## src/logic/fls_regs.vh

```
// Constants for the flash lane function select block: register offsets,
// field positions, reset values, encodings and default counts.
// Included by bare name from the design file; definitions only.
`ifndef FLS_REGS_VH
`define FLS_REGS_VH

// Register byte offsets (AXI4-Lite, one aligned word each)
`define FLS_OFF_CTRL     4'h0
`define FLS_OFF_SREG     4'h4
`define FLS_OFF_STATE    4'h8

// Control register fields and reset value
`define FLS_CTRL_PROTO_LSB  0
`define FLS_CTRL_PROTO_MSB  1
`define FLS_CTRL_DTR        2
`define FLS_CTRL_PAUSE_EN   3
`define FLS_CTRL_RESET      4'h8

// Status register fields and reset value
`define FLS_SR_WR_DISABLE   7
`define FLS_SR_BUSY         0
`define FLS_SR_RESET        8'h00
`define FLS_SR_NV_MASK      8'hFC

// State register: write-one-to-clear refused flag
`define FLS_ST_REFUSED      8

// Protocol and command form encodings
`define FLS_FORM_SINGLE  2'h0
`define FLS_FORM_DUAL    2'h1
`define FLS_FORM_QUAD    2'h2

// Engine phases
`define FLS_PH_CMD       2'h0
`define FLS_PH_WDATA     2'h1
`define FLS_PH_RDATA     2'h2
`define FLS_PH_DONE      2'h3

// Default opcodes and internal status-write cycle length
`define FLS_OP_WR_STATUS   8'h01
`define FLS_OP_RD_STATUS   8'h05
`define FLS_OP_DUAL_OUT    8'h3B
`define FLS_OP_DUAL_IO     8'hBB
`define FLS_OP_QUAD_OUT    8'h6B
`define FLS_OP_QUAD_IO     8'hEB
`define FLS_WSR_CYCLES     16'h0100

// AXI responses
`define FLS_RESP_OKAY    2'h0
`define FLS_RESP_SLVERR  2'h2

`endif

```

## src/logic/fls_lane_select.v

```verilog
// Lane function select for a multi-lane serial flash device end: lane
// direction per protocol and command form, pause on lane three, write
// protect on lane two, and a status register reached over AXI4-Lite.
// Assumes every serial pin is asynchronous to aclk; the serial clock must
// run well below aclk/4 since its edges are found by sampling.
`timescale 1ns/1ps
`default_nettype none
`include "fls_regs.vh"

module fls_lane_select #(
	parameter [7:0]  OP_WR_STATUS = `FLS_OP_WR_STATUS,
	parameter [7:0]  OP_RD_STATUS = `FLS_OP_RD_STATUS,
	parameter [7:0]  OP_DUAL_OUT  = `FLS_OP_DUAL_OUT,
	parameter [7:0]  OP_DUAL_IO   = `FLS_OP_DUAL_IO,
	parameter [7:0]  OP_QUAD_OUT  = `FLS_OP_QUAD_OUT,
	parameter [7:0]  OP_QUAD_IO   = `FLS_OP_QUAD_IO,
	parameter [15:0] WSR_CYCLES   = `FLS_WSR_CYCLES
) (
	// Clock and reset
	input  wire        aclk,
	input  wire        aresetn,
	// AXI4-Lite write
	input  wire [3:0]  s_axi_awaddr,
	input  wire        s_axi_awvalid,
	output reg         s_axi_awready,
	input  wire [31:0] s_axi_wdata,
	input  wire [3:0]  s_axi_wstrb,
	input  wire        s_axi_wvalid,
	output reg         s_axi_wready,
	output reg  [1:0]  s_axi_bresp,
	output reg         s_axi_bvalid,
	input  wire        s_axi_bready,
	// AXI4-Lite read
	input  wire [3:0]  s_axi_araddr,
	input  wire        s_axi_arvalid,
	output reg         s_axi_arready,
	output reg  [31:0] s_axi_rdata,
	output reg  [1:0]  s_axi_rresp,
	output reg         s_axi_rvalid,
	input  wire        s_axi_rready,
	// Serial pins
	input  wire        sclk,
	input  wire        cs_n,
	input  wire [3:0]  lane_in,
	output reg  [3:0]  lane_out,
	output reg  [3:0]  lane_oe
);

	function [2:0] fls_w;
		input [1:0] f;
		fls_w = (f == `FLS_FORM_QUAD) ? 3'h4 :
			(f == `FLS_FORM_DUAL) ? 3'h2 : 3'h1;
	endfunction

	function [7:0] fls_shin;
		input [7:0] s;
		input [3:0] l;
		input [1:0] f;
		case (f)
		`FLS_FORM_QUAD: fls_shin = {s[3:0], l};
		`FLS_FORM_DUAL: fls_shin = {s[5:0], l[1:0]};
		default:        fls_shin = {s[6:0], l[0]};
		endcase
	endfunction

	function [3:0] fls_oe;
		input [1:0] f;
		case (f)
		`FLS_FORM_QUAD: fls_oe = 4'hF;
		`FLS_FORM_DUAL: fls_oe = 4'h3;
		default:        fls_oe = 4'h2;
		endcase
	endfunction

	function [3:0] fls_chunk;
		input [7:0] o;
		input [1:0] f;
		case (f)
		`FLS_FORM_QUAD: fls_chunk = o[7:4];
		`FLS_FORM_DUAL: fls_chunk = {2'h0, o[7:6]};
		default:        fls_chunk = {2'h0, o[7], 1'b0};
		endcase
	endfunction

	// Pin synchronisers; the second stage is looked at, and for sclk the third as well
	reg        sclk_s1_r, sclk_s2_r, sclk_s3_r;
	reg        csn_s1_r, csn_s2_r;
	reg  [3:0] lin_s1_r, lin_s2_r;

	// Control and status
	reg  [1:0] proto_r;
	reg        dtr_r;
	reg        pause_en_r;
	reg  [7:0] sr_r;
	reg        refused_r;
	reg [15:0] busy_cnt_r;

	// Serial engine
	reg  [1:0] phase_r;
	reg  [1:0] form_r;
	reg  [3:0] cnt_r;
	reg  [7:0] sh_r;
	reg  [7:0] wdat_r;
	reg        wfull_r;
	reg  [7:0] oreg_r;
	reg        drv_r;
	reg        sel_d_r;
	reg        paused_r;

	// AXI capture
	reg        aw_got_r, w_got_r;
	reg  [3:0] awaddr_r;
	reg [31:0] wdata_r;
	reg  [3:0] wstrb_r;

	wire       sel      = ~csn_s2_r;
	wire       rise     = sclk_s2_r & ~sclk_s3_r;
	wire       fall     = ~sclk_s2_r & sclk_s3_r;
	wire       busy     = (busy_cnt_r != 16'h0000);
	wire [7:0] sr_view  = {sr_r[7:1], busy};
	wire [1:0] proto_form = (proto_r == `FLS_FORM_QUAD) ? `FLS_FORM_QUAD :
		(proto_r == `FLS_FORM_DUAL) ? `FLS_FORM_DUAL : `FLS_FORM_SINGLE;
	// Lane three is data whenever a quad form is in force; double rate turns pause off too
	wire       pause_ok = pause_en_r & ~dtr_r &
		(proto_r != `FLS_FORM_QUAD) & (form_r != `FLS_FORM_QUAD);
	wire       hold     = pause_ok & ~lin_s2_r[3];
	// Protect level is taken from the pin only while it is not lane two
	wire       wp_low   = ~lin_s2_r[2] & (form_r != `FLS_FORM_QUAD);
	wire       protect  = sr_r[`FLS_SR_WR_DISABLE] & wp_low;
	wire [2:0] w        = fls_w(form_r);
	wire [3:0] cnt_sum  = cnt_r + {1'b0, w};
	wire [7:0] sh_nxt   = fls_shin(sh_r, lin_s2_r, form_r);
	wire       in_edge  = rise | (dtr_r & fall);
	wire       out_edge = fall | (dtr_r & rise);
	wire       wr_do    = aw_got_r & w_got_r & ~s_axi_bvalid;
	wire       wr_ctrl  = wr_do & (awaddr_r == `FLS_OFF_CTRL);
	wire       wr_sreg  = wr_do & (awaddr_r == `FLS_OFF_SREG);
	wire       wr_state = wr_do & (awaddr_r == `FLS_OFF_STATE);
	wire       commit   = sel_d_r & ~sel & (phase_r == `FLS_PH_WDATA) &
		wfull_r & ~busy;
	wire       refuse   = commit & protect;
	wire [31:0] state_word = {22'h0, busy, refused_r, phase_r, form_r,
		protect, paused_r, ~sel & ~busy, sel};

	always @(posedge aclk) begin
		sclk_s1_r <= sclk;
		sclk_s2_r <= sclk_s1_r;
		sclk_s3_r <= sclk_s2_r;
		csn_s1_r  <= cs_n;
		csn_s2_r  <= csn_s1_r;
		lin_s1_r  <= lane_in;
		lin_s2_r  <= lin_s1_r;
	end

	// Register file and serial engine share one process so that the
	// status register has a single driver
	always @(posedge aclk) begin
		if (!aresetn) begin
			proto_r    <= `FLS_FORM_SINGLE;
			dtr_r      <= 1'b0;
			pause_en_r <= 1'b1;
			sr_r       <= `FLS_SR_RESET;
			refused_r  <= 1'b0;
			busy_cnt_r <= 16'h0000;
			phase_r    <= `FLS_PH_CMD;
			form_r     <= `FLS_FORM_SINGLE;
			cnt_r      <= 4'h0;
			sh_r       <= 8'h00;
			wdat_r     <= 8'h00;
			wfull_r    <= 1'b0;
			oreg_r     <= 8'h00;
			drv_r      <= 1'b0;
			sel_d_r    <= 1'b0;
			paused_r   <= 1'b0;
			lane_out   <= 4'h0;
			lane_oe    <= 4'h0;
		end else begin
			sel_d_r <= sel;
			if (wr_ctrl && wstrb_r[0]) begin
				proto_r    <= wdata_r[`FLS_CTRL_PROTO_MSB:`FLS_CTRL_PROTO_LSB];
				dtr_r      <= wdata_r[`FLS_CTRL_DTR];
				pause_en_r <= wdata_r[`FLS_CTRL_PAUSE_EN];
			end
			if (busy)
				busy_cnt_r <= busy_cnt_r - 16'h0001;
			// Status write from the link; protection checked at deselect
			if (commit && !protect) begin
				sr_r[7:2]  <= wdat_r[7:2];
				busy_cnt_r <= WSR_CYCLES;
			end else if (wr_sreg && wstrb_r[0])
				sr_r <= wdata_r[7:0] & `FLS_SR_NV_MASK;
			// Set wins over the software clear
			if (refuse)
				refused_r <= 1'b1;
			else if (wr_state && wstrb_r[1] && wdata_r[`FLS_ST_REFUSED])
				refused_r <= 1'b0;

			if (!sel) begin
				phase_r  <= `FLS_PH_CMD;
				form_r   <= proto_form;
				cnt_r    <= 4'h0;
				wfull_r  <= 1'b0;
				drv_r    <= 1'b0;
				paused_r <= 1'b0;
				lane_out <= 4'h0;
				lane_oe  <= 4'h0;
			end else if (hold) begin
				paused_r <= 1'b1;
				lane_oe  <= 4'h0;
			end else begin
				paused_r <= 1'b0;
				lane_oe  <= drv_r ? fls_oe(form_r) : 4'h0;
				case (phase_r)
				`FLS_PH_CMD: begin
					if (rise) begin
						sh_r <= sh_nxt;
						if (cnt_sum == 4'h8) begin
							cnt_r  <= 4'h0;
							oreg_r <= sr_view;
							if (sh_nxt == OP_WR_STATUS)
								phase_r <= `FLS_PH_WDATA;
							else if (sh_nxt == OP_RD_STATUS)
								phase_r <= `FLS_PH_RDATA;
							else if (sh_nxt == OP_QUAD_OUT ||
								sh_nxt == OP_QUAD_IO) begin
								phase_r <= `FLS_PH_RDATA;
								form_r  <= `FLS_FORM_QUAD;
							end else if (proto_r != `FLS_FORM_QUAD &&
								(sh_nxt == OP_DUAL_OUT ||
								sh_nxt == OP_DUAL_IO)) begin
								phase_r <= `FLS_PH_RDATA;
								form_r  <= `FLS_FORM_DUAL;
							end else
								phase_r <= `FLS_PH_DONE;
						end else
							cnt_r <= cnt_sum;
					end
				end
				`FLS_PH_WDATA: begin
					if (in_edge && !wfull_r) begin
						sh_r <= sh_nxt;
						if (cnt_sum == 4'h8) begin
							wfull_r <= 1'b1;
							wdat_r  <= sh_nxt;
						end else
							cnt_r <= cnt_sum;
					end
				end
				`FLS_PH_RDATA: begin
					if (out_edge) begin
						// Lane sets per form: one, one-zero, or all four
						lane_out <= fls_chunk(oreg_r, form_r);
						lane_oe  <= fls_oe(form_r);
						drv_r    <= 1'b1;
						if (cnt_sum == 4'h8) begin
							cnt_r  <= 4'h0;
							oreg_r <= sr_view;
						end else begin
							cnt_r  <= cnt_sum;
							oreg_r <= oreg_r << w;
						end
					end
				end
				default: begin
					phase_r <= `FLS_PH_DONE;
				end
				endcase
			end
		end
	end

	// AXI4-Lite slave: one write and one read at a time
	always @(posedge aclk) begin
		if (!aresetn) begin
			aw_got_r      <= 1'b0;
			w_got_r       <= 1'b0;
			awaddr_r      <= 4'h0;
			wdata_r       <= 32'h00000000;
			wstrb_r       <= 4'h0;
			s_axi_awready <= 1'b1;
			s_axi_wready  <= 1'b1;
			s_axi_bvalid  <= 1'b0;
			s_axi_bresp   <= `FLS_RESP_OKAY;
			s_axi_arready <= 1'b1;
			s_axi_rvalid  <= 1'b0;
			s_axi_rresp   <= `FLS_RESP_OKAY;
			s_axi_rdata   <= 32'h00000000;
		end else begin
			if (s_axi_awvalid && s_axi_awready) begin
				aw_got_r      <= 1'b1;
				awaddr_r      <= s_axi_awaddr;
				s_axi_awready <= 1'b0;
			end
			if (s_axi_wvalid && s_axi_wready) begin
				w_got_r      <= 1'b1;
				wdata_r      <= s_axi_wdata;
				wstrb_r      <= s_axi_wstrb;
				s_axi_wready <= 1'b0;
			end
			if (wr_do) begin
				s_axi_bvalid <= 1'b1;
				s_axi_bresp  <= (wr_ctrl | wr_sreg | wr_state) ?
					`FLS_RESP_OKAY : `FLS_RESP_SLVERR;
			end
			if (s_axi_bvalid && s_axi_bready) begin
				s_axi_bvalid  <= 1'b0;
				aw_got_r      <= 1'b0;
				w_got_r       <= 1'b0;
				s_axi_awready <= 1'b1;
				s_axi_wready  <= 1'b1;
			end
			if (s_axi_arvalid && s_axi_arready) begin
				s_axi_arready <= 1'b0;
				s_axi_rvalid  <= 1'b1;
				s_axi_rresp   <= `FLS_RESP_OKAY;
				case (s_axi_araddr)
				`FLS_OFF_CTRL:  s_axi_rdata <= {28'h0000000, pause_en_r,
					dtr_r, proto_r};
				`FLS_OFF_SREG:  s_axi_rdata <= {24'h000000, sr_view};
				`FLS_OFF_STATE: s_axi_rdata <= state_word;
				default: begin
					s_axi_rdata <= 32'h00000000;
					s_axi_rresp <= `FLS_RESP_SLVERR;
				end
				endcase
			end
			if (s_axi_rvalid && s_axi_rready) begin
				s_axi_rvalid  <= 1'b0;
				s_axi_arready <= 1'b1;
			end
		end
	end

endmodule // fls_lane_select
`default_nettype wire

```

## config.mk

```make
export PLATFORM = sky130hd
export DESIGN_NAME = fls_lane_select
export DESIGN_NICKNAME = d
export VERILOG_FILES = /design/src/logic/fls_lane_select.v
export VERILOG_INCLUDE_DIRS = /design/src /design/src/logic
export SDC_FILE = /design/constraint.sdc
export NUM_CORES = 1
export LEC_CHECK = 0
export BUFFER_PORTS_ARGS = -buffer_cell sky130_fd_sc_hd__clkbuf_2
export CAP_MARGIN = 5
export CORE_ASPECT_RATIO = 0.9
export CORE_UTILIZATION = 52
export CTS_BUF_LIST = sky130_fd_sc_hd__clkbuf_8
export DETAILED_ROUTE_END_ITERATION = 8
export PLACE_DENSITY = 0.9
export SKIP_LAST_GASP = 1
export SLEW_MARGIN = 10
export SYNTH_ARGS = -nofsm -noshare
export SYNTH_HDL_FRONTEND = slang
export SYNTH_SLANG_ARGS = --single-unit
```

## constraint.sdc

```tcl
create_clock -name aclk -period 3.62 [get_ports aclk]
set_clock_uncertainty 0.2 [all_clocks]
set_input_delay 0.181 -clock aclk [delete_from_list [all_inputs] [get_ports aclk]]
set_output_delay 0.181 -clock aclk [all_outputs]
set_load 0.1 [all_outputs]
```

==> metrics.txt <==
Final Max Slew Viols 0; drt first-iter violations 573; Via-to-Cell Ratio 5.96; status completed; Placer Congestion 0.905; n_diodes 0; DP HPWL 9340 um; CP dominant cell by count ha_1; largest net degree at the start of global routing 53; number of setup violations in the final report 0; antenna violations before repair 0; Reg clk slew, reported paths 0.07 ns; Die ar. 11600 um2; critical path class flop to flop; Synth area leader dfxtp_1; Worst EP arrival 3.62 ns; Post-synth top cells dfxtp_1 (114), nor2_1 (80), nand2_1 (64); Die Span Y 102 um; Hold Violations, Final 0; total grt overflow 0; drt pass-1 iters 5; ys async rst share 0%; Post-Syn Instances 668; Vias 5497; area delta synth->final 18.6%; slowest stage delay, CP 0.43 ns; M1 WL 6320 um; post-synthesis average cell area 8.70 um2; total number of yosys warnings 0; crit path cell chain inv_1, ha_1, ha_1, ha_1, a21oi_4, mux2_4, o311a_2, o31ai_2, buf_4, a21boi_0, o311a_1; flop-to-flop setup slack 0.13 ns; area of the core 10900 um2; CTS tree yes; clock latency on the worst-skew pair 0.45 ns; layout cells sized above 1 16.5%; # IOs 106; Cell variety after synth 76; CTS max path bufs 2; Die Span X 113 um; critical path's slowest cell o311a_2; CTS H-tree lvls 4; hold path cells 4; CP Capture Type flop; Worst VDD drop 0.303 mV; Initial Utilization 53.5%; dominant cells by area after synthesis dfxtp_1 (39%), nor2_1 (5.2%), a21oi_1 (4.4%); most frequent cell after synthesis dfxtp_1; HP Start s_axi_araddr[0]; number of global-route vias before repair 4922; leakage power 0.00275 uW; CTS root buf clkbuf_8; Routed wire per std cell 17.1 um; Reg-to-Reg Start form_r[0]; max-cap viol count 0; Primary FF master, synth dfxtp_1; sequential share of the synthesized area 39.3%; drt drc 0; WHS Endpoint s_axi_rdata[0]; Synth top area share 39.3%; WL met2 7200 um; setup TNS 0 ns; FMAX 286 MHz; Power Dens Cells 503 nW/um2; first-pass GRT wire length 24100 um; Tot Pwr 3470 uW; number of synthesized flops with an enable pin 0; WL met3 1470 um; Cell Area, Synth 5810 um2; All-Layer GR Usage 27.1%; Hold WS 0.0542 ns; # rows 36; Register-to-Register Path Depth 11; Detailed Route WL 15800 um; Least-Margin Pin Slew 0.754 ns; final critical-path setup slack 0.129 ns; dpl ws 0.179 ns; ANT nets after route 0; Num CTS Buffers 17; Period Utilization, post-route 96.4%; reg2reg end oreg_r[3]; crit-path max FO 17; Rel. slew slack 49.6%; HP Class input port to flop; port bufs 56; clk sinks 114; top sig layer met4; Nets 826; crit path time final 3.49 ns; Startpoint Class flop; Required @ worst endpoint 3.75 ns; #FFs+latches synth 114
-- power by group --
part	switching [uW]	leakage, uW	internal [uW]
logic	589	0.00163	309
clock network	521	0.000190	583
registers	98.8	0.000932	1360
-- routing by layer --
| metal | global-route usage, % | vias up |
|---|---|---|
| met4 | 17.2 | 0 |
| met3 | 7.71 | 98 |
| met2 | 42.6 | 303 |
| met1 | 33.1 | 2560 |
| met5 | 0 | - |
| li1 | - | 2536 |
-- per-stage QoR --
| step | cell area [um2] | instances | util (%) |
|---|---|---|---|
| after detailed placement | 6080 | 849 | 56.1 |
| after global routing | 6890 | 922 | 63.5 |
| after CTS | 6870 | 922 | 63.3 |
| after floorplan | 5900 | 691 | - |
| final | 6890 | 922 | 63.5 |
| after global placement | 6080 | 849 | 56.1 |
-- layout by cell type, fill, tap and decap left out, types with 6 or more instances in the layout --
cell           count
nand4_1            9
clkbuf_2          56
mux2i_1           24
dfxtp_1          114
dlygate4sd3_1     42
o21ai_0           31
a221oi_1           9
clkbuf_8          20
nand3_1           18
a22oi_1            6
xor2_1            12
conb_1            24
nand2_1           64
nor3_1            18
o211ai_1           6
buf_4             13
nor2_1            80
ha_1              11
a211oi_2           6
nor2b_1            8
a21oi_1           51
a211oi_1           7
inv_1             26
nor4_1             7
-- sequential cells by signal (all words and copies together) (netlist names), 4 cells and up --
signal       flops
busy_cnt_r      16
s_axi_rdata     10
wdata_r          9
oreg_r           8
sh_r             7
sr_r             6
wdat_r           6
awaddr_r         4
cnt_r            4
lane_out         4
lin_s1_r         4
lin_s2_r         4
-- cell type report --
cell class / count / area (um2)
Sequential cell: 114 / 2280
Tap cell: 152 / 190
Multi-Input combinational cell: 490 / 3160
Fill cell: 823 / 3970
Inverter: 24 / 90.1
Clock buffer: 20 / 275
Clock inverter: 11 / 91.3
Timing Repair Buffer: 111 / 798
-- kinds of logic after synthesis --
kind of cell / share of synthesized area, %
compound gates: 20.4
xor+xnor: 2.56
fa+ha+maj: 2.37
buf+inv: 8.08
flops: 39.3
mux: 6.27
other cells: 0.0646
simple gates: 21.0
-- worst max path at each step --
stage,slack (ns),startpoint,cells after the start,to
after floorplan,0.22,form_r[0],11,oreg_r[6]
after global placement,0.24,form_r[0],11,oreg_r[2]
after detailed placement,0.18,form_r[0],11,oreg_r[0]
after CTS,0.12,form_r[0],11,oreg_r[3]
after global routing,-0.004,form_r[0],11,oreg_r[3]
final,0.13,form_r[0],11,oreg_r[3]
-- worst max-delay path, delay by kind of cell (launching register included) --
family / cells / cell delay, ns
adders and majority gates: 3 / 0.85
DFF: 1 / 0.35
buffers and inverters: 2 / 0.33
muxes: 1 / 0.34
AOI/OAI and AO/OA: 5 / 1.31
-- what timing repair did --
| action | 4_1_cts | 5_1_grt |
|---|---|---|
| setup endpoints to repair | 0 | 7 |
| endpoints found under the hold margin | 31 | 0 |
| gates resized for setup | 0 | 2 |
| hold buffers | 42 | 0 |
| buffers inserted | 0 | 0 |
Power figures use the tool's default switching activity.
